===== config.mk =====
export PLATFORM = sky130hd
export DESIGN_NAME = sadc_top
export DESIGN_NICKNAME = d
export VERILOG_FILES = /design/src/sadc_top.v /design/src/sadc_clkdiv.v /design/src/sadc_conv.v
export VERILOG_INCLUDE_DIRS = /design/src /design/src/src
export SDC_FILE = /design/constraint.sdc
export NUM_CORES = 1
export LEC_CHECK = 0
export BUFFER_PORTS_ARGS = -buffer_cell sky130_fd_sc_hd__buf_2
export CAP_MARGIN = 20
export CORE_MARGIN = 3
export CORE_UTILIZATION = 54
export DETAILED_ROUTE_END_ITERATION = 6
export GPL_TIMING_DRIVEN = 0
export HOLD_SLACK_MARGIN = 0.12
export PLACE_DENSITY = 0.85
export SLEW_MARGIN = 20
export SYNTH_ARGS = -nofsm -noshare
export SYNTH_HDL_FRONTEND = slang
export SYNTH_SLANG_ARGS = --single-unit

===== constraint.sdc =====
create_clock -name clk -period 3.8 [get_ports clk]
set_input_delay 0.19 -clock clk [delete_from_list [all_inputs] [get_ports clk]]
set_output_delay 0.19 -clock clk [all_outputs]
set_load 0.05 [all_outputs]

===== src/sadc_map.vh =====
`ifndef SADC_MAP_VH
`define SADC_MAP_VH

// ****************************************************
// register indices, byte address is four times index
// ****************************************************
`define SADC_PAIR_IDX 8'hba
`define SADC_CHSEL_IDX 8'hbb
`define SADC_CFG_IDX 8'hbc
`define SADC_RESH_IDX 8'hbe
`define SADC_RESL_IDX 8'hbf
`define SADC_CTRL_IDX 8'he8

// ****************************************************
// reset values
// ****************************************************
`define SADC_CTRL_RST 8'h00
`define SADC_CFG_RST 8'hf8
`define SADC_CHSEL_RST 8'h00
`define SADC_PAIR_RST 8'h00

// ****************************************************
// control register fields
// ****************************************************
`define SADC_CTRL_EN 7
`define SADC_CTRL_TM 6
`define SADC_CTRL_DONE 5
`define SADC_CTRL_BUSY 4
`define SADC_CTRL_CM_HI 3
`define SADC_CTRL_CM_LO 2
`define SADC_CTRL_WIN 1
`define SADC_CTRL_LJ 0

// ****************************************************
// config register fields and start modes
// ****************************************************
`define SADC_CFG_DIV_HI 7
`define SADC_CFG_DIV_LO 3
`define SADC_CFG_GAIN_HI 2
`define SADC_CFG_GAIN_LO 0
`define SADC_CM_SW 2'h0
`define SADC_CM_TMR3 2'h1
`define SADC_CM_EXT 2'h2
`define SADC_CM_TMR2 2'h3

// ****************************************************
// timing
// ****************************************************
`define SADC_TRACK_CLKS 3
`define SADC_RES_BITS 12

`endif


===== src/sadc_top.v =====
// Added by the designer: register access over AHB-Lite and the register offsets.
`timescale 1ns/10ps
`include "sadc_map.vh"
// ****************************************************
// converter control with AHB-Lite register slave
// ****************************************************
module sadc_top #(
  parameter RES_W = `SADC_RES_BITS
) (
  // clock, reset, enable
  input wire clk,
  input wire rst_b,
  input wire ce,
  // ahb-lite slave
  input wire hsel,
  input wire [31:0] haddr,
  input wire [1:0] htrans,
  input wire hwrite,
  input wire [2:0] hsize,
  input wire [31:0] hwdata,
  input wire hready,
  output wire hreadyout,
  output wire [31:0] hrdata,
  output wire hresp,
  // start sources and chip sleep
  input wire timer3_ovf,
  input wire timer2_ovf,
  input wire external_convert_start,
  input wire chip_sleep,
  // analog side
  input wire cmp_hi,
  output wire analog_enable,
  output wire track,
  output wire [RES_W-1:0] sar_trial,
  output wire [5:0] gain_onehot,
  output wire [2:0] mux_pos_ch,
  output wire [2:0] mux_neg_ch,
  output wire mux_diff,
  output wire mux_temp,
  // status
  output wire conversion_busy_bit,
  output wire conversion_done_flag
);
  // ****************************************************
  // reset and pin synchronisers
  // ****************************************************
  reg [1:0] rst_sync_ff; // reset release pipeline
  wire rst_n = rst_sync_ff[1];
  reg ext_s1_ff; // first stage, read only by second
  reg ext_s2_ff;
  reg ext_prev_ff; // for edge detection
  reg cmp_s1_ff; // first stage, read only by second
  reg cmp_s2_ff;

  // reset asserts at once, releases after two edges
  always @(posedge clk or negedge rst_b) begin
    if (!rst_b) begin
      rst_sync_ff <= 2'h0;
    end else begin
      rst_sync_ff <= {rst_sync_ff[0], 1'b1};
    end
  end

  // both pins come from outside the clock domain
  always @(posedge clk or negedge rst_n) begin
    if (!rst_n) begin
      ext_s1_ff <= 1'b0;
      ext_s2_ff <= 1'b0;
      ext_prev_ff <= 1'b0;
      cmp_s1_ff <= 1'b0;
      cmp_s2_ff <= 1'b0;
    end else if (ce) begin
      ext_s1_ff <= external_convert_start;
      ext_s2_ff <= ext_s1_ff;
      ext_prev_ff <= ext_s2_ff;
      cmp_s1_ff <= cmp_hi;
      cmp_s2_ff <= cmp_s1_ff;
    end
  end

  // ****************************************************
  // registers and bus state
  // ****************************************************
  reg [7:0] converter_control_reg_ff; // bit4 unused, busy comes from sequencer
  reg [7:0] converter_config_reg_ff;
  reg [3:0] channel_select_reg_ff;
  reg [3:0] pair_config_reg_ff;
  // sized copies of the reset values so their low nibble can be taken
  localparam [7:0] CHSEL_RST = `SADC_CHSEL_RST;
  localparam [7:0] PAIR_RST = `SADC_PAIR_RST;
  reg wr_pend_ff; // write data phase pending
  reg rd_pend_ff; // read wait state pending
  reg [7:0] dp_idx_ff; // index of data phase
  reg dp_hit_ff; // address inside register window
  reg hreadyout_ff;
  reg [31:0] hrdata_ff;

  wire busy; // sequencer busy
  wire in_track;
  wire conv_done;
  wire [RES_W-1:0] trial;
  wire [RES_W-1:0] result;
  wire sar_tick;

  wire en = converter_control_reg_ff[`SADC_CTRL_EN];
  wire tm = converter_control_reg_ff[`SADC_CTRL_TM];
  wire [1:0] cm = converter_control_reg_ff[`SADC_CTRL_CM_HI:`SADC_CTRL_CM_LO];
  wire lj = converter_control_reg_ff[`SADC_CTRL_LJ];
  wire [2:0] gain = converter_config_reg_ff[`SADC_CFG_GAIN_HI:`SADC_CFG_GAIN_LO];
  wire [4:0] div = converter_config_reg_ff[`SADC_CFG_DIV_HI:`SADC_CFG_DIV_LO];
  wire ext_mode = (cm == `SADC_CM_EXT);

  // address phase accepted only when the bus is ready
  wire ap_take = hsel & hready & htrans[1];
  wire ctrl_wr = wr_pend_ff & dp_hit_ff & (dp_idx_ff == `SADC_CTRL_IDX);

  // ****************************************************
  // start sources
  // ****************************************************
  reg start_now; // start event this cycle

  // select one source by start mode
  always @* begin
    start_now = 1'b0;
    case (cm)
      `SADC_CM_SW: start_now = ctrl_wr & hwdata[`SADC_CTRL_BUSY];
      `SADC_CM_TMR3: start_now = timer3_ovf;
      `SADC_CM_EXT: start_now = ext_s2_ff & ~ext_prev_ff;
      `SADC_CM_TMR2: start_now = timer2_ovf;
      default: start_now = 1'b0;
    endcase
  end

  // in external mode the pin low time is the tracking, so no extra clocks
  wire pre_track = tm & ~ext_mode;

  // ****************************************************
  // conversion clock and sequencer
  // ****************************************************
  sadc_clkdiv #(
    .DIV_W(5)
  ) u_clkdiv (
    .clk(clk),
    .rst_n(rst_n),
    .ce(ce),
    // restart per conversion: a free phase could tick before the comparator settles
    .run(en & (busy | start_now)),
    .div(div),
    .tick(sar_tick)
  );

  sadc_conv #(
    .RES_W(RES_W),
    .TRK_CLKS(`SADC_TRACK_CLKS)
  ) u_conv (
    .clk(clk),
    .rst_n(rst_n),
    .ce(ce),
    .enable(en),
    .start(start_now & en),
    .pre_track(pre_track),
    .sar_tick(sar_tick),
    .cmp_hi(cmp_s2_ff),
    .busy(busy),
    .in_track(in_track),
    .done(conv_done),
    .trial(trial),
    .result(result)
  );

  // ****************************************************
  // register writes
  // ****************************************************
  // done flag: hardware set wins over a software write in the same cycle
  always @(posedge clk or negedge rst_n) begin
    if (!rst_n) begin
      converter_control_reg_ff <= `SADC_CTRL_RST;
      converter_config_reg_ff <= `SADC_CFG_RST;
      channel_select_reg_ff <= CHSEL_RST[3:0];
      pair_config_reg_ff <= PAIR_RST[3:0];
    end else if (ce) begin
      if (wr_pend_ff & dp_hit_ff) begin
        case (dp_idx_ff)
          `SADC_CTRL_IDX: converter_control_reg_ff <= {hwdata[7:5], 1'b0, hwdata[3:0]};
          `SADC_CFG_IDX: converter_config_reg_ff <= hwdata[7:0];
          `SADC_CHSEL_IDX: channel_select_reg_ff <= hwdata[3:0];
          `SADC_PAIR_IDX: pair_config_reg_ff <= hwdata[3:0];
          default: converter_control_reg_ff <= converter_control_reg_ff;
        endcase
      end
      if (conv_done) begin
        converter_control_reg_ff[`SADC_CTRL_DONE] <= 1'b1;
      end
    end
  end

  // ****************************************************
  // read mux
  // ****************************************************
  reg [15:0] just; // justified result
  reg [31:0] rd_val;

  // justification is applied on read, so flipping the bit reformats old data
  always @* begin
    just = lj ? {result, 4'h0} : {4'h0, result};
    rd_val = 32'h0000_0000;
    if (dp_hit_ff) begin
      case (dp_idx_ff)
        `SADC_CTRL_IDX: rd_val = {24'h00_0000, converter_control_reg_ff[7:5], busy,
                                  converter_control_reg_ff[3:0]};
        `SADC_CFG_IDX: rd_val = {24'h00_0000, converter_config_reg_ff};
        `SADC_CHSEL_IDX: rd_val = {28'h000_0000, channel_select_reg_ff};
        `SADC_PAIR_IDX: rd_val = {28'h000_0000, pair_config_reg_ff};
        `SADC_RESH_IDX: rd_val = {24'h00_0000, just[15:8]};
        `SADC_RESL_IDX: rd_val = {24'h00_0000, just[7:0]};
        default: rd_val = 32'h0000_0000;
      endcase
    end
  end

  // ****************************************************
  // ahb-lite slave: writes zero wait, reads one wait state
  // ****************************************************
  // the read wait lets a write in the preceding data phase land first
  always @(posedge clk or negedge rst_n) begin
    if (!rst_n) begin
      wr_pend_ff <= 1'b0;
      rd_pend_ff <= 1'b0;
      dp_idx_ff <= 8'h00;
      dp_hit_ff <= 1'b0;
      hreadyout_ff <= 1'b1;
      hrdata_ff <= 32'h0000_0000;
    end else if (ce) begin
      if (rd_pend_ff) begin
        rd_pend_ff <= 1'b0;
        hreadyout_ff <= 1'b1;
        hrdata_ff <= rd_val;
      end else if (hreadyout_ff) begin
        wr_pend_ff <= ap_take & hwrite;
        rd_pend_ff <= ap_take & ~hwrite;
        hreadyout_ff <= ~(ap_take & ~hwrite);
        if (ap_take) begin
          dp_idx_ff <= haddr[9:2];
          dp_hit_ff <= (haddr[31:10] == 22'h00_0000) & (haddr[1:0] == 2'h0);
        end
      end
    end
  end

  // ****************************************************
  // analog controls, all registered
  // ****************************************************
  reg analog_enable_ff;
  reg track_ff;
  reg [5:0] gain_onehot_ff;
  reg [2:0] mux_pos_ff;
  reg [2:0] mux_neg_ff;
  reg mux_diff_ff;
  reg mux_temp_ff;
  reg [5:0] nxt_gain;
  reg nxt_diff;

  // gain decode; x1 at reset, top code bits pick x16 or x0.5
  always @* begin
    case (gain)
      3'h0: nxt_gain = 6'h01;
      3'h1: nxt_gain = 6'h02;
      3'h2: nxt_gain = 6'h04;
      3'h3: nxt_gain = 6'h08;
      3'h4, 3'h5: nxt_gain = 6'h10;
      3'h6, 3'h7: nxt_gain = 6'h20;
      default: nxt_gain = 6'h01;
    endcase
    nxt_diff = ~channel_select_reg_ff[3] & pair_config_reg_ff[channel_select_reg_ff[2:1]];
  end

  // odd member of a differential pair selects the same pair
  always @(posedge clk or negedge rst_n) begin
    if (!rst_n) begin
      analog_enable_ff <= 1'b0;
      track_ff <= 1'b0;
      gain_onehot_ff <= 6'h01;
      mux_pos_ff <= 3'h0;
      mux_neg_ff <= 3'h0;
      mux_diff_ff <= 1'b0;
      mux_temp_ff <= 1'b0;
    end else if (ce) begin
      analog_enable_ff <= en;
      track_ff <= en & ~chip_sleep & (in_track |
                  (~busy & (~tm | (ext_mode & ~ext_s2_ff))));
      gain_onehot_ff <= nxt_gain;
      mux_temp_ff <= channel_select_reg_ff[3];
      mux_diff_ff <= nxt_diff;
      mux_pos_ff <= nxt_diff ? {channel_select_reg_ff[2:1], 1'b0} : channel_select_reg_ff[2:0];
      mux_neg_ff <= nxt_diff ? {channel_select_reg_ff[2:1], 1'b1} : 3'h0;
    end
  end

  // ****************************************************
  // outputs
  // ****************************************************
  assign hreadyout = hreadyout_ff;
  assign hrdata = hrdata_ff;
  assign hresp = 1'b0;
  assign analog_enable = analog_enable_ff;
  assign track = track_ff;
  assign sar_trial = trial;
  assign gain_onehot = gain_onehot_ff;
  assign mux_pos_ch = mux_pos_ff;
  assign mux_neg_ch = mux_neg_ff;
  assign mux_diff = mux_diff_ff;
  assign mux_temp = mux_temp_ff;
  assign conversion_busy_bit = busy;
  assign conversion_done_flag = converter_control_reg_ff[`SADC_CTRL_DONE];
endmodule


===== src/sadc_clkdiv.v =====
`timescale 1ns/10ps
// ****************************************************
// conversion clock divider: one tick per 2*(div+1) cycles
// ****************************************************
module sadc_clkdiv #(
  parameter DIV_W = 5
) (
  // clock and reset
  input wire clk,
  input wire rst_n,
  input wire ce,
  // control
  input wire run,
  input wire [DIV_W-1:0] div,
  // tick out
  output reg tick
);
  reg [DIV_W:0] cnt_ff; // counts both half periods
  wire [DIV_W:0] last = {div, 1'b1};

  // counter held at zero while idle so the first tick is a full period
  always @(posedge clk or negedge rst_n) begin
    if (!rst_n) begin
      cnt_ff <= {(DIV_W+1){1'b0}};
      tick <= 1'b0;
    end else if (ce) begin
      if (!run) begin
        cnt_ff <= {(DIV_W+1){1'b0}};
        tick <= 1'b0;
      end else if (cnt_ff == last) begin
        cnt_ff <= {(DIV_W+1){1'b0}};
        tick <= 1'b1;
      end else begin
        cnt_ff <= cnt_ff + 1'b1;
        tick <= 1'b0;
      end
    end
  end
endmodule


===== src/sadc_conv.v =====
`timescale 1ns/10ps
`include "sadc_map.vh"
// ****************************************************
// successive approximation sequencer
// ****************************************************
module sadc_conv #(
  parameter RES_W = `SADC_RES_BITS,
  parameter TRK_CLKS = `SADC_TRACK_CLKS
) (
  // clock and reset
  input wire clk,
  input wire rst_n,
  input wire ce,
  // control
  input wire enable,
  input wire start,
  input wire pre_track,
  input wire sar_tick,
  input wire cmp_hi,
  // status
  output reg busy,
  output reg in_track,
  output reg done,
  output reg [RES_W-1:0] trial,
  output reg [RES_W-1:0] result
);
  localparam ST_IDLE = 3'b001;
  localparam ST_TRACK = 3'b010;
  localparam ST_CONV = 3'b100;

  reg [2:0] st_ff; // one-hot state
  reg [1:0] trk_ff; // tracking clocks left
  reg [RES_W-1:0] mask_ff; // bit under trial
  wire [RES_W-1:0] kept = cmp_hi ? trial : (trial & ~mask_ff);
  wire [RES_W-1:0] top_bit = {1'b1, {(RES_W-1){1'b0}}};

  // state machine; disabling aborts without a done pulse
  always @(posedge clk or negedge rst_n) begin
    if (!rst_n) begin
      st_ff <= ST_IDLE;
      trk_ff <= 2'h0;
      mask_ff <= {RES_W{1'b0}};
      trial <= {RES_W{1'b0}};
      result <= {RES_W{1'b0}};
      busy <= 1'b0;
      in_track <= 1'b0;
      done <= 1'b0;
    end else if (ce) begin
      done <= 1'b0;
      if (!enable) begin
        st_ff <= ST_IDLE;
        busy <= 1'b0;
        in_track <= 1'b0;
      end else begin
        case (st_ff)
          ST_IDLE: begin
            // a start is only looked at here, so starts while busy vanish
            if (start) begin
              busy <= 1'b1;
              if (pre_track) begin
                st_ff <= ST_TRACK;
                in_track <= 1'b1;
                trk_ff <= TRK_CLKS[1:0];
              end else begin
                st_ff <= ST_CONV;
                mask_ff <= top_bit;
                trial <= top_bit;
              end
            end
          end
          ST_TRACK: begin
            if (sar_tick) begin
              if (trk_ff == 2'h1) begin
                st_ff <= ST_CONV;
                in_track <= 1'b0;
                mask_ff <= top_bit;
                trial <= top_bit;
              end else begin
                trk_ff <= trk_ff - 2'h1;
              end
            end
          end
          ST_CONV: begin
            if (sar_tick) begin
              trial <= kept | (mask_ff >> 1);
              mask_ff <= mask_ff >> 1;
              if (mask_ff[0]) begin
                result <= kept;
                busy <= 1'b0;
                done <= 1'b1;
                st_ff <= ST_IDLE;
              end
            end
          end
          default: begin
            st_ff <= ST_IDLE;
            busy <= 1'b0;
            in_track <= 1'b0;
          end
        endcase
      end
    end
  end
endmodule


==> flow_results.org, run 1 <==
** Synth
- Unique masters post-synth :: 60
- Number of synthesized flops with an enable pin :: 0
- Cell types occupying the most area after synthesis :: dfrtp_1 47%, mux2_2 8.4%, a22o_1 3.9%, dfstp_2 3.6%, buf_4 3.4%
- Proportion of netlist area held by the largest area contributor :: approximately 47%
- By count the netlist is led by 108 x dfrtp_1, 43 x mux2_2, 41 x nand2_1, 29 x inv_1.
- Summing the sequential cell areas from Yosys gives 50.50% of the chip area.
- The largest total area in the synthesized netlist belongs to dfrtp_1.
- Count of warnings emitted by yosys :: 0
- Synthesized instance count :: 524
- In this run the mean area of a mapped cell was 11.01 µm².
- Library cell with the highest instance count after synthesis :: dfrtp_1
- Proportion of synthesized flip-flops having asynchronous set or reset :: 100.0%
- The synthesized design contains 116 register bits.
- Main synth FF type :: dfrtp_1
- The mapped netlist covers 0.005768 mm².

** CTS
- The H-tree was split into 4 levels.
- In this run the post-CTS setup repair buffer count came out at 0.
- The tree is rooted in a clkbuf_8.
- Num Clock Sinks :: between 100 and 150
- Clock-pin slew of the registers on the worst-case setup and hold paths :: 60 ps
- Number of gates resized after cts :: 0
- TritonCTS built the clock tree.
- For the worst-skew pair, the clock arrives at the later sink with an insertion delay of 540 ps.
- Hold repair after CTS inserted 28 buffers.
- The clock passes through at most 2 buffers.
- The number of clock buffers added by TritonCTS is 17.

** Power and ir drop
- Pwr Total :: 3.080 mW
- Dividing total power by cell area gives a power density of 416.6 mW/mm².
- Leakage power figure :: 3.485 nW
- IR analysis of the VDD net gives a maximum drop of slightly above 300 µV.

** Worst setup path
- CP max stage cell :: dlygate4sd3_1
- Of all nets on the critical path, the largest fanout is 1.
- The critical path contains buffers and inverters numbering 5 combined.
- Traced cell by cell, the critical path runs through dlygate4sd3_1 > buf_2 > nor4_1 > dlygate4sd3_1 > nand2_1 > dlygate4sd3_1 > o31ai_1 > dlygate4sd3_1.
- In this design, the stage delay of the slowest critical-path cell is between 500 and 600 ps.
- The kind of cell with the highest combined delay along the critical path is buffers and inverters.
- Worst flop-to-flop path endpoint :: dp_hit_ff
- Worst-case register-to-register setup slack :: 1310 ps
- The worst setup path is captured at a register.
- Data required time of the critical path :: 4270 ps
- Critical path launch point type :: primary input
- The number of cells on the worst reg-to-reg path is 5.
- WS Path Type :: in2reg
- The cell that appears most often on the critical path is dlygate4sd3_1.
- Critical path arrival :: 3030 ps
- Origin of the critical flop-to-flop path :: hreadyout

** Outcome
- The flow ran to the end, but the final reports show violations.
- The checks that failed: DRC.

** Timing
- The worst pin sits at a relative slew slack of 42.71%.
- Final Cycle Share :: 67.47%
- The max-slew violation total from the final report was 0.
- Total count of hold-check failures in the final report :: 0
- For this run, the top clock speed supported by timing is 0.3900 GHz.
- Number of endpoints failing setup at the final stage :: 0
- For the pin with the worst max-slew slack, the measured transition is 856.1 ps.
- Minimum clock period :: 2564 ps
- For the final database, setup skew stands at around 5.5 ps.
- Setup repair after global routing left no endpoint under its margin.

** Floorplan
- The die is 109.4 µm wide.
- Die area :: 0.01196 mm²
- Area of the core region :: 0.01037 mm²
- For this configuration, the core starts out at a cell density of 55.62%.
- # IOs :: 144
- The floorplan step set the die height to between 100 and 150 µm.
- After floorplanning, the core was divided into 37 placement rows.

** Placed design
- Placer Congestion :: 0.9175
- After detailed placement, the total cell area comes to 0.006523 mm².
- Counting tap cells, the placed design contains a total of 776 instances.
- HPWL after detailed placement :: ~11000 µm
- Input and output buffers added on the ports amount to 90.

** Detailed routing
- After detailed routing, the number of remaining DRC violations is 1.
- Dividing the detail-routed wire length by the instance count gives 18.92 µm.
- Via-per-instance ratio :: roughly 6
- In this run, the number of DRC markers left after iteration 0 of detailed routing was about 450.
- Summing over every cut layer, the via total after detailed routing is roughly 5000.
- DRT Wirelength :: around 16000 µm
- For this run, the detailed router's first-pass iteration total came to 7.
- The count of nets left with antenna violations once routing finished came out at 0.

** Final layout
- Count of placed standard cells in the final layout, fillers left out :: 836
- Cells with a size suffix above 1 make up 30.43% of the layout.
- Post-layout utilization of the core :: a little under three quarters
- Post-route cell area :: 0.007392 mm²
- In the final design database the tool counted 769 nets.
- 0 antenna diodes ended up in the layout.
- Layout-stage area growth over the synthesis result :: 28.16%

** Global routing
- Wire length of the first global-routing pass :: 25050 µm
- Via count of the first global-routing pass :: approximately 5000
- Maximum number of pins on one net before global-route repair :: 43
- Total global routing track utilization :: between 20 and 30%
- The number of antenna violations at the first check in global routing came to 0.
- Total overflow reported by the global router :: 0

** Hold path
- Hold Path Sink :: track
- Source of the worst hold timing path :: ce
- Cells on Worst Hold Path :: 3
- The tightest min-delay check is of the in2reg type.

** Flow run
- MaxCap Viol Count :: 0
metrics by stage:
step	hold WS, ps	TNS, ps	worst slack (ps)
floorplan	-105.6	0	343.1
global placement	-24.88	-73220	-693.9
detailed placement	-22.47	0	1414
CTS	147.8	0	1370
global route	177.7	0	1160
finish	177.4	0	1236
report_power, final:
group / switching, mW / internal (mW)
sequential: 0.0225 / 1.25
combinational: 0.133 / 0.0797
clock: 0.581 / 1.01
sequential cells by signal, indices dropped and copies added (netlist names), 4 cells and up:
register                  count
u_conv.mask_ff               12
dp_idx_ff                     8
gain_onehot                   6
u_conv.trial                 12
converter_control_reg_ff      7
u_clkdiv.cnt_ff               6
converter_config_reg_ff       8
u_conv.result                12
channel_select_reg_ff         4
pair_config_reg_ff            4
hrdata                        8
worst max path at each step:
stage,startpoint,end,slack (ps),depth (start not counted)
2_1_floorplan,rst_sync_ff[1],analog_enable,340,0
3_3_place_gp,rst_sync_ff[1],dp_idx_ff[7],-690,0
3_5_place_dp,converter_control_reg_ff[2],u_conv.trk_ff[0],1410,6
4_1_cts,haddr[20],dp_hit_ff,1370,8
5_1_grt,hreadyout,dp_hit_ff,1160,5
6_report,haddr[20],dp_hit_ff,1240,8
cell type report:
class | instances | area, µm²
Fill cell | 721 | 2978
Sequential cell | 116 | 2917
Multi-Input combinational cell | 350 | 2517
Timing Repair Buffer | 120 | 770.7
Clock buffer | 18 | 427.9
Buffer | 52 | 315.3
Tap cell | 136 | 170.2
Clock inverter | 14 | 161.4
Inverter | 30 | 112.6
routing by layer:
metal,track usage [%],vias to the layer above,wire length [µm]
li1,-,2213,-
met1,33.27,2437,6068
met2,45.16,316,7652
met3,8.221,61,1554
met4,13.71,0,538
met5,0,-,0
cell usage in the layout (no fill, tap or decap), types with 18 or more instances in the layout:
| cell | instances |
|---|---|
| buf_2 | 90 |
| mux2_2 | 43 |
| nand3_1 | 18 |
| nand2_1 | 41 |
| conb_1 | 26 |
| dlygate4sd3_1 | 28 |
| buf_4 | 26 |
| dfrtp_1 | 107 |
| inv_1 | 29 |
| a22o_1 | 26 |
| clkbuf_1 | 20 |
cells by family (layout without fill, tap and decap cells):
logic type | count (synthesis) | after routing | share of synthesized area, %
AO/OA/AOI/OAI | 133 | 133 | 17.79
XOR/XNOR | 7 | 7 | 1.063
adder cells (fa/ha/maj) | 2 | 2 | 0.4338
buffers and inverters | 82 | 234 | 7.418
flip-flops | 116 | 116 | 50.50
multiplexers | 55 | 55 | 10.56
other | 2 | 26 | 0.1302
AND/OR/NAND/NOR | 127 | 127 | 12.10
tightest hold or removal path, cell delays in order:
cell and delay (ps):
buf_2 140, clkinv_1 230, o41ai_1 110
(Power assumes the default switching activity.)
==> run 2: changes to the inputs <==
--- a/config.mk
+++ b/config.mk
@@ -9,11 +9,11 @@
 export BUFFER_PORTS_ARGS = -buffer_cell sky130_fd_sc_hd__buf_2
 export CAP_MARGIN = 20
 export CORE_MARGIN = 3
-export CORE_UTILIZATION = 54
+export CORE_UTILIZATION = 48
 export DETAILED_ROUTE_END_ITERATION = 6
 export GPL_TIMING_DRIVEN = 0
 export HOLD_SLACK_MARGIN = 0.12
-export PLACE_DENSITY = 0.85
+export PLACE_DENSITY = 0.8
 export SLEW_MARGIN = 20
 export SYNTH_ARGS = -nofsm -noshare
 export SYNTH_HDL_FRONTEND = slang
==> constraint.sdc (replaced) <==
create_clock -name clk -period 2.3 [get_ports clk]
set_input_delay 0.115 -clock clk [delete_from_list [all_inputs] [get_ports clk]]
set_output_delay 0.115 -clock clk [all_outputs]
set_load 0.05 [all_outputs]
==> flow_results.org, run 2 (synthesis results as in run 1) <==
** Power and ir drop
- Sw Ratio :: 23.40% (-0.53 points)
- The post-layout total power came to 5.268 mW (+71%).
- Net switching power :: 1.233 mW (+67%)
- Clock group share of total power :: 53.1% (+1.5 points)
- Areal power density over the cells :: 699.9 mW/mm² (+68%)
- The cell-internal power was 4.035 mW (+72%).
- Leakage power figure :: 3.541 nW (+1.6%)
- Sequential fraction of design power :: 40.0% (-1.5 points)
- The worst-case vdd ir drop was 434.6 µV (+40%).
- The portion of total power attributed to combinational logic came to 6.8% (about the same).

** Timing
- Maximum frequency from static timing analysis :: roughly 0.45 GHz
- Worst Hold Margin :: 266.7 ps (+89.30 ps)
- Minimum clock period :: roughly 2200 ps
- Slew margin rel. :: 47.77% (+5.1 points)
- The final setup skew is 8.584 ps (+3.111 ps).
- Max-slew violation total from the final report :: 0 (unchanged)
- RSZ-0062 raised after global routing :: true
- The pin slew with the least headroom to its limit was 780.6 ps (-75.52 ps).
- Number of endpoints failing setup at the final stage :: 0 (unchanged)
- The final count of hold timing violations is 0 (unchanged).
- Final Cycle Share :: 96.71%

** Detailed routing
- The first-pass iteration count of the detailed router is 5 (-2).
- Routed wire length per instance :: 18.48 µm (-2.3%)
- The per-cell via count in the routed design was 5.879 (-2.2%).
- The DRC violation total after the first TritonRoute iteration was 307 (-32%).
- The detailed-route via count was 4974 (-1.1%).
- The overall routed net length was 15630 µm (-1.2%).
- Drc violations :: 0 (-1)
- The number of nets with antenna violations after detailed routing was 0 (unchanged).

** Final layout
- The top cell types in the final layout, fill and taps aside, are 106 x dfrtp_1, 90 x buf_2, 43 x mux2_2, 41 x nand2_1, 30 x dlygate4sd3_1.
- Share of layout cells above drive strength 1 :: 31.86% (+1.4 points)
- In the final layout, the registers with the most flip-flops are u_conv.mask_ff (12), u_conv.result (12), u_conv.trial (12).
- Antenna cell count :: 0 (unchanged)
- Layout-stage area growth over the synthesis result :: 30.50%
- Leading cell type in the layout, fill and taps excluded :: dfrtp_1
- The net count of the finished layout was 772 (+0.39%).

** Worst setup path
- The worst setup path is of the reg2reg kind.
- Capturing element of the worst setup path :: u_conv.trial[11]
- The startpoint identified for the worst register-to-register timing path is dp_idx_ff[0].
- Critical path launch point type :: register
- Crit. Startpoint :: dp_idx_ff[0]
- STA classifies the critical path endpoint as a register.
- Worst flop-to-flop path endpoint :: u_conv.trial[11]
- The data arrival time of the critical path was 2520 ps (-510 ps).
- Data required time of the critical path :: 2600 ps (-1670 ps)
- The depth of the most critical reg-to-reg path is 7 (+2).
- The minimum setup slack among reg-to-reg paths came to 80 ps (-1230 ps).
- The biggest fanout along the worst timing path was 10 (+9).

** Global routing
- The overall overflow remaining after global route came to 0 (unchanged).
- The global-route total usage across every layer came to 23.50% (-4.1 points).
- The largest net degree at the start of global routing is 49 (+14%).
- The global-route wire length before repair is 24640 µm (-1.6%).
- Via count of the first global-routing pass :: 5004 (-0.24%)
- Antenna violations before repair :: 0 (unchanged)

** Placed design
- The number of I/O port buffers was 90 (unchanged).
- Placer Congestion :: 0.8613 (-6.1%)
- The half-perimeter wire length after detailed placement is 10940 µm (+0.87%).

** Flow run
- The number of violations of the max-capacitance limit is 0 (unchanged).

** CTS
- Clock-pin slew of the registers on the worst-case setup and hold paths :: 60 ps (about the same)
- Insertion delay of the later-clocked pin in the worst-skew pair :: 410 ps (-130 ps)
- Clock tree synthesis selected as its root buffer the cell clkbuf_16.
- The number of buffers created by CTS is 17 (unchanged).
- TritonCTS built the clock tree.
- The maximum buffer depth of the clock tree is 2 (unchanged).
- The clock sink count came to 116 (unchanged).
- The depth of the CTS H-tree came to 4 (unchanged).

** Floorplan
- Width of the chip :: 115.6 µm (+5.7%)
- The number of cell rows was 39 (+5.4%).
- DIE HEIGHT :: 115.6 µm (+5.7%)
- Initial core utilization :: 49.88% (-5.7 points)
- The placeable core area came to 0.01156 mm² (+12%).
- Die area :: 0.01337 mm² (+12%)
- # IOs :: 144 (unchanged)

** Hold path
- HP Class :: reg2async

** Outcome
- The flow ran to the end, and the final reports show no timing, DRC or antenna violations.
-- run 2: critical path, cell delays in order, from the launching register on --
cell,delay (ps)
dfrtp_1,400
nand4bb_2,340
or2_2,400
nor4_4,310
buf_6,170
buf_6,140
o2111ai_1,160
a21o_1,200
-- run 2: area by class of cell --
class | instances | area, µm²
Fill cell | 891 | 4038
Sequential cell | 116 | 2918
Multi-Input combinational cell | 350 | 2554
Timing Repair Buffer | 124 | 817.0
Clock buffer | 18 | 429.2
Buffer | 51 | 317.8
Clock inverter | 14 | 200.2
Tap cell | 143 | 178.9
Inverter | 30 | 112.6
-- run 2: timing repair --
action	in CTS	in global routing
pin swaps	1	2
hold endpoints to repair	40	0
gates resized for setup	2	15
endpoints found under the setup margin	39	29
buffers inserted	2	0
hold buffers	30	0
-- run 2: worst min-delay path by stage --
stage | end | cells after the start
2_1_floorplan | rst_sync_ff[0] | 0
3_3_place_gp | rst_sync_ff[0] | 1
3_5_place_dp | rst_sync_ff[0] | 1
4_1_cts | track | 3
5_1_grt | track | 3
6_report | u_conv.busy | 0
-- run 2: metal layers --
metal,vias up,share of wire [%],global-route usage [%]
met3,32,8.4,5.326
met5,-,0,0
met1,2437,40,29.56
li1,2222,-,-
met2,283,50,40.59
met4,0,2.0,7.270
-- run 2: power by group through the flow --
stage               Sequential (mW)  Combinational (mW)  Clock, mW
global placement               2.17               0.272          0
CTS                            2.11               0.356       2.81
global route                   2.11               0.385       2.92
floorplan                      2.16               0.190          0
finish                         2.11               0.359       2.80
detailed placement             2.14               0.316          0
-- run 2: through the flow --
| step | cells | TNS [ps] | setup slack, ps | instance area (µm²) | utilization (%) |
|---|---|---|---|---|---|
| after global routing | 846 | -8.181 | -8.018 | 7527 | 65.09 |
| after detailed placement | 783 | -1400 | -89.82 | 6539 | 56.54 |
| after global placement | 781 | -21690 | -201.3 | 6489 | 56.11 |
| final | 846 | 0 | 75.61 | 7527 | 65.09 |
| after CTS | 846 | 0 | 10.95 | 7490 | 64.76 |
| after floorplan | 548 | 0 | 128.0 | 5859 | - |
